### src/design/dpll_lock_pkg.sv
package dpll_lock_pkg;

  // ==========================================================
  // register map (word aligned byte addresses)
  localparam logic [7:0] FB_CORR_ADDR   = 8'h00;
  localparam logic [7:0] LOCK_CFG_ADDR  = 8'h04;
  localparam logic [7:0] STATE_STS_ADDR = 8'h08;
  localparam logic [7:0] EVENT_ADDR     = 8'h0C;

  // ==========================================================
  // feedback correction fields
  localparam int         FB_DIV_OFF_BIT = 15;
  localparam int         FINE_REV_BIT   = 9;
  localparam int         PEC_DELAY_LSB  = 7;
  localparam int         PEC_MULT_LSB   = 0;
  localparam logic [1:0] PEC_DELAY_ONE  = 2'h1;
  localparam int         FINE_W         = 31;
  localparam int         MULT_W         = 7;

  // ==========================================================
  // lock detector fields
  localparam int          LOCK_TIMER_LSB    = 16;
  localparam int          LOCK_THRESH_LSB   = 0;
  localparam logic [15:0] LOCK_TIMER_RESET  = 16'h00FF;
  localparam logic [15:0] LOCK_THRESH_RESET = 16'h0155;
  localparam logic [15:0] LOCK_TIMER_MIN    = 16'h0002;
  localparam int          THRESH_SHIFT      = 3;
  localparam int          PHASE_W           = 30;

  // ==========================================================
  // status and event fields
  localparam int STATE_STS_LSB = 4;
  localparam int REF_SEL_LSB   = 1;
  localparam int LOCK_STS_BIT  = 0;
  localparam int STATE_CH_BIT  = 3;

  localparam logic [2:0] STS_FREERUN   = 3'h0;
  localparam logic [2:0] STS_NORMAL    = 3'h1;
  localparam logic [2:0] STS_HOLDOVER  = 3'h2;
  localparam logic [2:0] STS_WRITE_FRQ = 3'h3;
  localparam logic [2:0] STS_ACQUIRE   = 3'h4;
  localparam logic [2:0] STS_HITLESS   = 3'h5;

  // ==========================================================
  // timing
  localparam int unsigned MS_TIME_NS    = 1000000;
  localparam int unsigned CLK_PERIOD_NS = 10;
  localparam int unsigned CYCLES_PER_MS = MS_TIME_NS / CLK_PERIOD_NS;

  typedef enum logic [5:0] {
    ST_FREERUN   = 6'b000001,
    ST_ACQUIRE   = 6'b000010,
    ST_NORMAL    = 6'b000100,
    ST_HOLDOVER  = 6'b001000,
    ST_WRITE_FRQ = 6'b010000,
    ST_HITLESS   = 6'b100000
  } loop_state_type;

endpackage

### src/design/dpll_lock_status_regs.sv
// Function
// - divider off when disabled or loop off
// - fine timestamp bit order straight or reversed
// - delay code one delays error term
// - multiply sdm remainder by correction multiplier
// - acquire to normal after half interval
// - bandwidth switches to normal at that transition
// - lock after further half interval
// - lock timer in ms, reset 0x00FF, min 2
// - threshold in eight tdc steps, reset 0x0155
// - state status field encodes loop state
// - reference selection status shows used input
// - lock status bit reads locked state
// - sticky state change event, write one clears
`timescale 1ns/1ns
`default_nettype none
module dpll_lock_status_regs
  import dpll_lock_pkg::*;
#(
  parameter int unsigned CYCLES_PER_MS_P = CYCLES_PER_MS,
  parameter int          SDM_W           = 16
) (
  input  wire logic                    core_clk_in,
  input  wire logic                    rst_n_in,
  input  wire logic [7:0]              reg_addr_in,
  input  wire logic [31:0]             reg_wdata_in,
  input  wire logic                    reg_wr_in,
  input  wire logic                    reg_rd_in,
  output logic      [31:0]             reg_rdata_out,
  input  wire logic                    loop_enable_in,
  input  wire logic                    tdc_enable_in,
  input  wire logic                    bandwidth_switch_enable_in,
  input  wire logic                    ref_valid_in,
  input  wire logic                    write_frequency_in,
  input  wire logic                    hitless_switch_in,
  input  wire logic [1:0]              selected_ref_in,
  input  wire logic [PHASE_W-1:0]      phase_error_in,
  input  wire logic [FINE_W-1:0]       fine_analog_in,
  input  wire logic [SDM_W-1:0]        sdm_remainder_in,
  output logic                         feedback_divider_enable_out,
  output logic      [FINE_W-1:0]       fine_digital_out,
  output logic      [SDM_W+MULT_W-1:0] sdm_correction_out,
  output logic                         normal_bandwidth_out,
  output logic      [2:0]              loop_state_out,
  output logic                         locked_out
);

  // ==========================================================
  // configuration registers
  logic              feedback_divider_off_ff;
  logic              nxt_feedback_divider_off;
  logic              fine_rev_ff;
  logic              nxt_fine_rev;
  logic [1:0]        pec_delay_ff;
  logic [1:0]        nxt_pec_delay;
  logic [MULT_W-1:0] pec_mult_ff;
  logic [MULT_W-1:0] nxt_pec_mult;
  logic [15:0]       lock_timer_ff;
  logic [15:0]       nxt_lock_timer;
  logic [15:0]       lock_thresh_ff;
  logic [15:0]       nxt_lock_thresh;

  always_comb begin
    nxt_feedback_divider_off = feedback_divider_off_ff;
    nxt_fine_rev             = fine_rev_ff;
    nxt_pec_delay            = pec_delay_ff;
    nxt_pec_mult             = pec_mult_ff;
    nxt_lock_timer           = lock_timer_ff;
    nxt_lock_thresh          = lock_thresh_ff;
    if (reg_wr_in && reg_addr_in == FB_CORR_ADDR) begin
      nxt_feedback_divider_off = reg_wdata_in[FB_DIV_OFF_BIT];
      nxt_fine_rev             = reg_wdata_in[FINE_REV_BIT];
      // taken at any time; quiet results only if tdc is held off meanwhile
      nxt_pec_delay            = reg_wdata_in[PEC_DELAY_LSB +: 2];
      nxt_pec_mult             = reg_wdata_in[PEC_MULT_LSB +: MULT_W];
    end
    if (reg_wr_in && reg_addr_in == LOCK_CFG_ADDR) begin
      nxt_lock_timer  = reg_wdata_in[LOCK_TIMER_LSB +: 16];
      nxt_lock_thresh = reg_wdata_in[LOCK_THRESH_LSB +: 16];
    end
  end

  always_ff @(posedge core_clk_in or negedge rst_n_in) begin
    if (!rst_n_in) begin
      feedback_divider_off_ff <= 1'b0;
      fine_rev_ff             <= 1'b0;
      pec_delay_ff            <= 2'h0;
      pec_mult_ff             <= '0;
      lock_timer_ff           <= LOCK_TIMER_RESET;
      lock_thresh_ff          <= LOCK_THRESH_RESET;
    end else begin
      feedback_divider_off_ff <= nxt_feedback_divider_off;
      fine_rev_ff             <= nxt_fine_rev;
      pec_delay_ff            <= nxt_pec_delay;
      pec_mult_ff             <= nxt_pec_mult;
      lock_timer_ff           <= nxt_lock_timer;
      lock_thresh_ff          <= nxt_lock_thresh;
    end
  end

  assign feedback_divider_enable_out = loop_enable_in & ~feedback_divider_off_ff;

  // ==========================================================
  // correction datapath
  fb_correction_path #(
    .SDM_W (SDM_W)
  ) u_corr (
    .core_clk_in      (core_clk_in),
    .rst_n_in         (rst_n_in),
    .sample_en_in     (tdc_enable_in),
    .fine_reverse_in  (fine_rev_ff),
    .delay_sel_in     (pec_delay_ff),
    .mult_in          (pec_mult_ff),
    .fine_analog_in   (fine_analog_in),
    .sdm_remainder_in (sdm_remainder_in),
    .fine_digital_out (fine_digital_out),
    .correction_out   (sdm_correction_out)
  );

  // ==========================================================
  // lock detector measurement
  logic                ms_tick;
  logic [PHASE_W-1:0]  abs_err;
  logic [PHASE_W-1:0]  thresh_scaled;
  logic [15:0]         timer_eff;
  logic [15:0]         half_interval;
  logic                below;
  logic                measuring;
  logic                half_reached;
  logic [15:0]         ms_count_ff;
  logic [15:0]         nxt_ms_count;

  ms_tick_divider #(
    .DIVIDE (CYCLES_PER_MS_P)
  ) u_ms (
    .core_clk_in (core_clk_in),
    .rst_n_in    (rst_n_in),
    .tick_out    (ms_tick)
  );

  loop_state_type state_ff;
  loop_state_type nxt_state;
  logic           locked_ff;
  logic           nxt_locked;

  always_comb begin
    abs_err = phase_error_in[PHASE_W-1] ? PHASE_W'(-phase_error_in) : phase_error_in;
    thresh_scaled = PHASE_W'({lock_thresh_ff, 3'h0});
    below = (abs_err < thresh_scaled);
    // a value under the minimum would make the half interval vanish
    timer_eff = (lock_timer_ff < LOCK_TIMER_MIN) ? LOCK_TIMER_MIN : lock_timer_ff;
    half_interval = {1'b0, timer_eff[15:1]};
    measuring = (state_ff == ST_ACQUIRE) || (state_ff == ST_NORMAL && !locked_ff);
    half_reached = measuring && below && (ms_count_ff >= half_interval);
  end

  // ==========================================================
  // loop state machine
  always_comb begin
    nxt_state = state_ff;
    if (!loop_enable_in) begin
      nxt_state = ST_FREERUN;
    end else begin
      unique case (state_ff)
        ST_FREERUN: begin
          if (write_frequency_in) nxt_state = ST_WRITE_FRQ;
          else if (ref_valid_in) nxt_state = ST_ACQUIRE;
        end
        ST_ACQUIRE: begin
          if (write_frequency_in) nxt_state = ST_WRITE_FRQ;
          else if (!ref_valid_in) nxt_state = ST_HOLDOVER;
          else if (half_reached) nxt_state = ST_NORMAL;
        end
        ST_NORMAL: begin
          if (write_frequency_in) nxt_state = ST_WRITE_FRQ;
          else if (!ref_valid_in) nxt_state = ST_HOLDOVER;
          else if (hitless_switch_in) nxt_state = ST_HITLESS;
        end
        ST_HOLDOVER: begin
          if (write_frequency_in) nxt_state = ST_WRITE_FRQ;
          else if (ref_valid_in) nxt_state = ST_ACQUIRE;
        end
        ST_WRITE_FRQ: begin
          if (!write_frequency_in) nxt_state = ref_valid_in ? ST_ACQUIRE : ST_FREERUN;
        end
        ST_HITLESS: begin
          if (!ref_valid_in) nxt_state = ST_HOLDOVER;
          else if (!hitless_switch_in) nxt_state = ST_NORMAL;
        end
        default: nxt_state = ST_FREERUN;
      endcase
    end
  end

  always_comb begin
    nxt_locked = locked_ff;
    if (nxt_state != ST_NORMAL && nxt_state != ST_HITLESS) begin
      nxt_locked = 1'b0;
    end else if (state_ff == ST_NORMAL && !locked_ff && half_reached) begin
      nxt_locked = 1'b1;
    end else if (state_ff == ST_NORMAL && locked_ff && !below) begin
      // a locked loop in normal whose error leaves the window drops lock and remeasures; in hitless lock is kept
      nxt_locked = 1'b0;
    end
  end

  always_comb begin
    nxt_ms_count = ms_count_ff;
    if (!measuring || !below || half_reached || nxt_state != state_ff) begin
      nxt_ms_count = 16'h0000;
    end else if (ms_tick && ms_count_ff != 16'hFFFF) begin
      nxt_ms_count = ms_count_ff + 16'h0001;
    end
  end

  always_ff @(posedge core_clk_in or negedge rst_n_in) begin
    if (!rst_n_in) begin
      state_ff    <= ST_FREERUN;
      locked_ff   <= 1'b0;
      ms_count_ff <= 16'h0000;
    end else begin
      state_ff    <= nxt_state;
      locked_ff   <= nxt_locked;
      ms_count_ff <= nxt_ms_count;
    end
  end

  // ==========================================================
  // status encoding and event flag
  logic [2:0] state_code;
  logic [1:0] ref_sel_ff;
  logic       state_changed_event_ff;
  logic       nxt_state_changed_event;
  logic       nrm_bw_ff;
  logic       nxt_nrm_bw;

  always_comb begin
    unique case (state_ff)
      ST_FREERUN:   state_code = STS_FREERUN;
      ST_ACQUIRE:   state_code = STS_ACQUIRE;
      ST_NORMAL:    state_code = STS_NORMAL;
      ST_HOLDOVER:  state_code = STS_HOLDOVER;
      ST_WRITE_FRQ: state_code = STS_WRITE_FRQ;
      ST_HITLESS:   state_code = STS_HITLESS;
      default:      state_code = STS_FREERUN;
    endcase
  end

  always_comb begin
    nxt_state_changed_event = state_changed_event_ff;
    if (reg_wr_in && reg_addr_in == EVENT_ADDR && reg_wdata_in[STATE_CH_BIT]) begin
      nxt_state_changed_event = 1'b0;
    end
    // a transition in the clearing cycle is kept
    if (nxt_state != state_ff) begin
      nxt_state_changed_event = 1'b1;
    end
    nxt_nrm_bw = bandwidth_switch_enable_in &&
                 (nxt_state == ST_NORMAL || nxt_state == ST_HITLESS);
  end

  always_ff @(posedge core_clk_in or negedge rst_n_in) begin
    if (!rst_n_in) begin
      state_changed_event_ff <= 1'b0;
      ref_sel_ff             <= 2'h0;
      nrm_bw_ff              <= 1'b0;
    end else begin
      state_changed_event_ff <= nxt_state_changed_event;
      ref_sel_ff             <= selected_ref_in;
      nrm_bw_ff              <= nxt_nrm_bw;
    end
  end

  assign normal_bandwidth_out = nrm_bw_ff;
  assign loop_state_out       = state_code;
  assign locked_out           = locked_ff;

  // ==========================================================
  // read port: data stand one cycle after the strobe, zero otherwise
  logic [31:0] rdata_ff;
  logic [31:0] nxt_rdata;

  always_comb begin
    nxt_rdata = 32'h0000_0000;
    if (reg_rd_in) begin
      unique case (reg_addr_in)
        FB_CORR_ADDR: begin
          nxt_rdata[FB_DIV_OFF_BIT]             = feedback_divider_off_ff;
          nxt_rdata[FINE_REV_BIT]               = fine_rev_ff;
          nxt_rdata[PEC_DELAY_LSB +: 2]         = pec_delay_ff;
          nxt_rdata[PEC_MULT_LSB +: MULT_W]     = pec_mult_ff;
        end
        LOCK_CFG_ADDR: begin
          nxt_rdata[LOCK_TIMER_LSB +: 16]       = lock_timer_ff;
          nxt_rdata[LOCK_THRESH_LSB +: 16]      = lock_thresh_ff;
        end
        STATE_STS_ADDR: begin
          nxt_rdata[STATE_STS_LSB +: 3]         = state_code;
          nxt_rdata[REF_SEL_LSB +: 2]           = ref_sel_ff;
          nxt_rdata[LOCK_STS_BIT]               = locked_ff;
        end
        EVENT_ADDR: begin
          nxt_rdata[STATE_CH_BIT]               = state_changed_event_ff;
        end
        default: nxt_rdata = 32'h0000_0000;
      endcase
    end
  end

  always_ff @(posedge core_clk_in or negedge rst_n_in) begin
    if (!rst_n_in) begin
      rdata_ff <= 32'h0000_0000;
    end else begin
      rdata_ff <= nxt_rdata;
    end
  end

  assign reg_rdata_out = rdata_ff;

endmodule
`default_nettype wire

### src/design/fb_correction_path.sv
`timescale 1ns/1ns
`default_nettype none
module fb_correction_path
  import dpll_lock_pkg::*;
#(
  parameter int SDM_W = 16
) (
  input  wire logic                    core_clk_in,
  input  wire logic                    rst_n_in,
  input  wire logic                    sample_en_in,
  input  wire logic                    fine_reverse_in,
  input  wire logic [1:0]              delay_sel_in,
  input  wire logic [MULT_W-1:0]       mult_in,
  input  wire logic [FINE_W-1:0]       fine_analog_in,
  input  wire logic [SDM_W-1:0]        sdm_remainder_in,
  output logic      [FINE_W-1:0]       fine_digital_out,
  output logic      [SDM_W+MULT_W-1:0] correction_out
);

  logic [FINE_W-1:0]       fine_ff;
  logic [FINE_W-1:0]       nxt_fine;
  logic [SDM_W-1:0]        sdm_dly_ff;
  logic [SDM_W-1:0]        nxt_sdm_dly;
  logic [SDM_W+MULT_W-1:0] corr_ff;
  logic [SDM_W+MULT_W-1:0] nxt_corr;
  logic [SDM_W-1:0]        sdm_sel;

  always_comb begin
    nxt_fine = fine_analog_in;
    if (fine_reverse_in) begin
      for (int i = 0; i < FINE_W; i++) begin
        nxt_fine[i] = fine_analog_in[FINE_W-1-i];
      end
    end
    nxt_sdm_dly = sample_en_in ? sdm_remainder_in : sdm_dly_ff;
    // only the code one adds a stage; the other three codes pass straight
    sdm_sel  = (delay_sel_in == PEC_DELAY_ONE) ? sdm_dly_ff : sdm_remainder_in;
    // both operands widened first so the product keeps its upper bits
    nxt_corr = sample_en_in ? (SDM_W+MULT_W)'(sdm_sel) * (SDM_W+MULT_W)'(mult_in) : corr_ff;
  end

  always_ff @(posedge core_clk_in or negedge rst_n_in) begin
    if (!rst_n_in) begin
      fine_ff    <= '0;
      sdm_dly_ff <= '0;
      corr_ff    <= '0;
    end else begin
      fine_ff    <= nxt_fine;
      sdm_dly_ff <= nxt_sdm_dly;
      corr_ff    <= nxt_corr;
    end
  end

  assign fine_digital_out = fine_ff;
  assign correction_out   = corr_ff;

endmodule
`default_nettype wire

### src/design/ms_tick_divider.sv
`timescale 1ns/1ns
`default_nettype none
module ms_tick_divider
  import dpll_lock_pkg::*;
#(
  parameter int unsigned DIVIDE = CYCLES_PER_MS
) (
  input  wire logic core_clk_in,
  input  wire logic rst_n_in,
  output logic      tick_out
);

  localparam int CNT_W = $clog2(DIVIDE + 1);
  localparam logic [CNT_W-1:0] LAST = CNT_W'(DIVIDE - 1);

  logic [CNT_W-1:0] count_ff;
  logic [CNT_W-1:0] nxt_count;
  logic             tick_ff;
  logic             nxt_tick;

  always_comb begin
    nxt_tick  = (count_ff == LAST);
    nxt_count = nxt_tick ? '0 : count_ff + CNT_W'(1);
  end

  always_ff @(posedge core_clk_in or negedge rst_n_in) begin
    if (!rst_n_in) begin
      count_ff <= '0;
      tick_ff  <= 1'b0;
    end else begin
      count_ff <= nxt_count;
      tick_ff  <= nxt_tick;
    end
  end

  assign tick_out = tick_ff;

endmodule
`default_nettype wire

### config.mk
export PLATFORM = sky130hd
export DESIGN_NAME = dpll_lock_status_regs
export DESIGN_NICKNAME = d
export VERILOG_FILES = /design/src/design/dpll_lock_pkg.sv /design/src/design/dpll_lock_status_regs.sv /design/src/design/fb_correction_path.sv /design/src/design/ms_tick_divider.sv
export SDC_FILE = /design/constraint.sdc
export NUM_CORES = 1
export LEC_CHECK = 0
export BUFFER_PORTS_ARGS = -buffer_cell sky130_fd_sc_hd__buf_2
export CAP_MARGIN = 25
export CORE_MARGIN = 2
export CORE_UTILIZATION = 47
export DETAILED_ROUTE_END_ITERATION = 7
export HOLD_SLACK_MARGIN = 0.05
export PLACE_DENSITY = 0.69
export SYNTH_ARGS = -nofsm -noshare
export SYNTH_HDL_FRONTEND = slang
export SYNTH_SLANG_ARGS = --single-unit
### constraint.sdc
create_clock -name core_clk_in -period 8.1 [get_ports core_clk_in]
set_clock_uncertainty 0.05 [all_clocks]
set_input_delay 0.405 -clock core_clk_in [delete_from_list [all_inputs] [get_ports core_clk_in]]
set_output_delay 0.405 -clock core_clk_in [all_outputs]
set_load 0.1 [all_outputs]
# --- Yosys cells after proc, flatten, opt, wreduce, memory -nomap -nowiden ---
# Cells that the tools add are included.
classes:
  bitwise: 2
  n_reduce_logical: 26
  addsub: 3
  n_eq_ne: 17
  n_mux: 35
  n_mul: 1
  magnitude_cmp: 3
ops:
  columns: ["operator", "n"]
  rows:
  - ["2-to-1 mux 16 bit", 5]
  - ["2-to-1 mux 6 bit", 12]
  - ["2-to-1 mux 32 bit", 1]
  - ["2-to-1 mux 31 bit", 1]
  - ["less-than comparator 30 x 19 -> 1 bit", 1]
  - ["2-to-1 mux 30 bit", 1]
  - ["negator 30 bit", 1]
  - ["one-hot mux 6 bit (5 select lines)", 1]
  - ["multiplier 16 x 7 -> 23 bit", 1]
  - ["one-hot mux 3 bit (3 select lines)", 2]
  - ["adder 17 x 1 -> 17 bit, second input constant", 1]
  - ["equality test 17 bit, second input constant", 1]
  - ["2-to-1 mux 17 bit", 1]
  - ["adder 16 x 1 -> 16 bit, second input constant", 1]
  - ["equality test 8 x 4 -> 1 bit, second input constant", 2]
  - ["greater-or-equal comparator 16 x 15 -> 1 bit", 1]
  - ["less-than comparator 16 x 2 -> 1 bit, second input constant", 1]
  - ["inequality test 16 bit, second input constant", 1]
  - ["one-hot mux 3 bit (5 select lines)", 1]
  - ["logical AND 1 bit", 13]
  - ["equality test 6 x 3 -> 1 bit, second input constant", 2]
  - ["equality test 6 bit, second input constant", 2]
  - ["equality test 8 x 3 -> 1 bit, second input constant", 1]
  - ["zero test 8 bit", 1]
  - ["other kinds (21)", 32]
totals:
  regBits: 190
  inputBits: 129
  wordCells: 105
  out_inout_bits: 92

# --- Depth between registers and ports, before layout ---
logic_depth:
  depth_word: 13
  mapped_depth: 22

# --- By module ---
# A second synthesis with hierarchy kept.
unflattened:
  cells_unflattened: 1302
  hier_area_um2: 13166.4
modules_own_cells:
  columns: ["mod", "seq_area_each_um2", "cells_per_inst", "area_per_inst_um2", "n_inst"]
  rows:
  - ["fb_correction_path", 1751.7, 599, 6387.4, 1]
  - ["dpll_lock_status_regs", 2570.0, 628, 5960.7, 1]
  - ["ms_tick_divider", 450.4, 75, 818.3, 1]

# --- Least setup slack after synthesis ---
# Ideal clock, no wire load.
synth_timing:
  path_type: "reg2reg"
  startpoint: "reg pec_delay_ff[0]"
  endpoint: "reg u_corr.corr_ff[21], in the netlist u_corr.correction_out[21]"
  synth_period_minus_slack_ps: 5801
  t_arrival_ps: 5625
  n_path_buf: 2
  required_time_ps: 7925
  slack_ps: 2299
  path_stages_with_launch: 21
  path_cell_list: "dfrtp_1 nand2b_1 clkbuf_1 buf_1 mux2_2 and2_1 fa_1 inv_1 fa_1 fa_1 inv_1 fa_1 ha_1 or4_1 o211ai_1 a31oi_1 a31oi_1 o21bai_1 a21oi_1 xnor2_1 mux2_2"
synth_between:
  elab_chain_len: 3
synth_rtl:
  columns: ["element", "line_no", "rtl"]
  rows:
  - ["from (decl)", "dpll_lock_status_regs.sv:54", "logic [1:0] pec_delay_ff;"]
  - ["from (signal assigned)", "dpll_lock_status_regs.sv:94", "pec_delay_ff <= nxt_pec_delay;"]
  - ["equality test 2 x 1 -> 1 bit", "fb_correction_path.sv:37", "sdm_sel = (delay_sel_in == PEC_DELAY_ONE) ? sdm_dly_ff : sdm_remainder_in;"]
  - ["2-to-1 mux 16 bit", "fb_correction_path.sv:37", null]
  - ["multiplier 16 x 7 -> 23 bit", "fb_correction_path.sv:39", "nxt_corr = sample_en_in ? (SDM_W+MULT_W)'(sdm_sel) * (SDM_W+MULT_W)'(mult_in) : corr_ff;"]
  - ["to (signal assigned)", "fb_correction_path.sv:50", "corr_ff <= nxt_corr;"]
  - ["to (decl)", "fb_correction_path.sv:24", "logic [SDM_W+MULT_W-1:0] corr_ff;"]
# Every way passes these cells.
# A chain may end at the register's enable or synchronous reset.

# --- Worst setup path in the final report ---
layout_timing:
  startpoint: "reg pec_delay_ff[1]"
  endpoint: "reg u_corr.corr_ff[22], in the netlist u_corr.correction_out[22]"
# The elaborated chain is that of the path after synthesis.

==> metrics.yaml <==
status: "finished clean"
synthFlopType: "dfrtp_1"
power_mw: 2.55
gp_congestion: 0.893
cts_tree: "yes"
critPathArrivalTime_ps: 6380
place_area_mm2: 0.0142
final_layout_size_suffix_gt1_share_pct: 28.7
io_buffers: 220
vdd_drop_max_uv: 112
cts-buffers-inserted: 17
power.leakage_nw: 7.30
period_minus_slack_ps: 6160
crit_top_cell: "fa_1"
final_cells: 1796
drt-vias-per-instance: 5.42
syn_nets: 1510
drt-total-wl_um: 30500
swShare_pct: 35.4
core_area_mm2: 0.0268
grt_pass1_vias: 10200
p_comb_share_pct: 24.4
synth_top_area_share_pct: 34.6
area_growth_syn_to_layout_pct: 16.3
critPathMaxStageDelay_ps: 680
dp_hpwl_um: 23400
slew_viol_final: 0
dieArea_mm2: 0.0285
max-cap-violations: 0
ys_types: 63
power_density_mw_per_mm2: 172
syn_area_mm2: 0.0127
place_inst: 1758
wl_per_cell_um: 17.0
tightest_slew_ps: 1020
grt_overflow: 0
grt-busiest-layer: "met2"
grt_max_degree: 76
clk_latency_ps: 440
finalSetupTns_ps: 0
rsz0062_at_grt: "false"
yosysSeqAreaShare_pct: 37.4
antenna_left: 0
clockRootBuffer: "clkbuf_16"
worstSetupEndpointType: "register"
synth_edf_count: 0
fin_crit_sh_pct: 76.0
cts_num_sinks: 190
power_frac_clock_pct: 35.1
report.final.setup_viol: 0
first_pass_iters: 4
max_freq_ghz: 0.162
use_met1_pct: 30.0
min_path_type: "input port to register"
seqPwrFrac_pct: 40.5
use_met3_pct: 4.91
grt_antenna_before_repair: 3
crit_slowest_cell: "a2111oi_0"
start_kind: "register"
path_max_fanout: 16
h-tree-depth: 4
clk_pin_slew_ps: 80
whs_ps: 127
pin_count: 221
hold_viol: 0
gr-usage-met2_pct: 37.6
fin_area_mm2: 0.0148
synthCells: 1239
fillers: 2396
dieHeight_um: 169
synth.most_common_cell: "dfrtp_1"
ys_seq_elements: 190
start_util_pct: 47.6
cts_resized: 0
crit_type: "register to register"
cp.required_ps: 8320
rows: 60
path_cells: "nand2b_1, mux2_2, and2_1, fa_1, inv_1, fa_1, fa_1, inv_1, fa_1, ha_1, o21ai_0, o21ai_0, a2111oi_0, nor3_1, nor2_1, a211o_1, o21ai_0, xnor2_1, a21oi_1"
grt_pass1_wl_um: 51300
synth_area_leaders: "dfrtp_1 (35%), fa_1 (11%), mux2_2 (11%)"
yosysTopAreaCell: "dfrtp_1"
drt_iter0_markers: 529
relSlewSlack_pct: 31.3
synthArstFlopShare_pct: 100
track_usage_pct: 22.5
syn_area_per_cell_um2: 10.3
synth_common_cells: "dfrtp_1 (176), nand2_1 (132), mux2_2 (122)"
ys_warn_count: 0
internal_power_mw: 1.65
cts.path.max_buffers: 2
final_nets: 1711
die_x_um: 169
switchingPower_uw: 904
vias: 9736
drc_errors: 0
-- cells by family after synthesis --
group / Yosys count / share of synthesized area [%]
mux: 139 / 12.1
fa+ha+maj: 142 / 18.0
xor+xnor: 66 / 4.53
compound gates: 137 / 7.18
flops: 190 / 37.4
simple gates: 408 / 16.0
buf+inv: 157 / 4.69
-- path summary, 6_finish.rpt --
| path | start | endpoint | slack (ps) | cells after the start |
|---|---|---|---|---|
| max in group asynchronous | rst_n_in | u_corr.fine_digital_out[3] | 6250 | 3 |
| max reg2reg | pec_delay_ff[1] | u_corr.correction_out[22] | 1940 | 19 |
| min | bandwidth_switch_enable_in | normal_bandwidth_out | 130 | 2 |
| min reg2reg | u_ms.count_ff[4] | u_ms.count_ff[4] | 430 | 1 |
| max | pec_delay_ff[1] | u_corr.correction_out[22] | 1940 | 19 |
| min in group asynchronous | rst_n_in | reg_rdata_out[0] | 510 | 2 |
-- critical path: cells and delay by family (launching register included) --
| kind | cells | cell delay [ps] |
|---|---|---|
| and+or+nand+nor | 4 | 1130 |
| DFF | 1 | 360 |
| adders and majority gates | 5 | 2370 |
| xor gates and xnor gates | 1 | 170 |
| muxes | 1 | 480 |
| AOI/OAI and AO/OA | 6 | 1340 |
| buffers and inverters | 2 | 120 |
-- repair_timing --
item                                   CTS  global route
setup buffers                            0             0
hold buffers                             4             0
endpoints found under the hold margin   75             0
-- state kept, by name (all words and copies together) (netlist names), 2 cells and up --
signal	flops
pec_delay_ff	2
lock_thresh_ff	16
u_corr.sdm_dly_ff	16
u_corr.correction_out	23
u_ms.count_ff	17
state_ff	6
ms_count_ff	16
pec_mult_ff	7
reg_rdata_out	32
lock_timer_ff	16
u_corr.fine_digital_out	31
ref_sel_ff	2
-- cell usage in the layout (no fill, tap or decap), types with 12 or more instances in the layout --
master	n
nor4_1	12
a21oi_1	33
ha_1	73
nor2b_1	18
clkbuf_16	17
fa_1	69
xor2_1	24
mux2_2	122
dfstp_2	14
nor3_1	34
nor2_1	68
dfrtp_1	176
nand4_1	16
xnor2_1	42
buf_2	219
nand3_1	25
inv_1	109
nand2_1	132
and2_1	46
mux2i_1	17
o21ai_0	35
-- routing by layer --
metal	vias to the layer above	part of all wire (%)
met4	2	1.2
met2	290	48
met3	31	6.3
met5	-	0.043
li1	4608	-
met1	4805	44
-- power groups by stage --
stage,combinational (mW),clock (mW),sequential (mW)
CTS,0.629,0.913,1.03
finish,0.623,0.895,1.03
global placement,0.615,0,1.05
floorplan,0.281,0,1.23
global route,0.681,0.950,1.04
detailed placement,0.624,0,1.05
-- layout make-up --
cell class | count | area [um^2] | area share, %
Clock inverter | 14 | 190 | 1.28
Sequential cell | 190 | 4770 | 32.2
Clock buffer | 18 | 439 | 2.96
Tap cell | 341 | 427 | 2.88
Multi-Input combinational cell | 892 | 7390 | 49.8
Timing Repair Buffer | 230 | 1200 | 8.08
Inverter | 109 | 409 | 2.76
Antenna cell | 2 | 5.00 | 0.0338
-- metrics by stage --
| stage | util [%] | setup WS [ps] |
|---|---|---|
| 2_1_floorplan | - | 2300 |
| 4_1_cts | 55.3 | 1920 |
| 3_3_place_gp | 52.8 | 2070 |
| 3_5_place_dp | 52.8 | 1940 |
| 6_report | 55.3 | 1940 |
| 5_1_grt | 55.3 | 1300 |
Power figures use the tool's default switching activity.
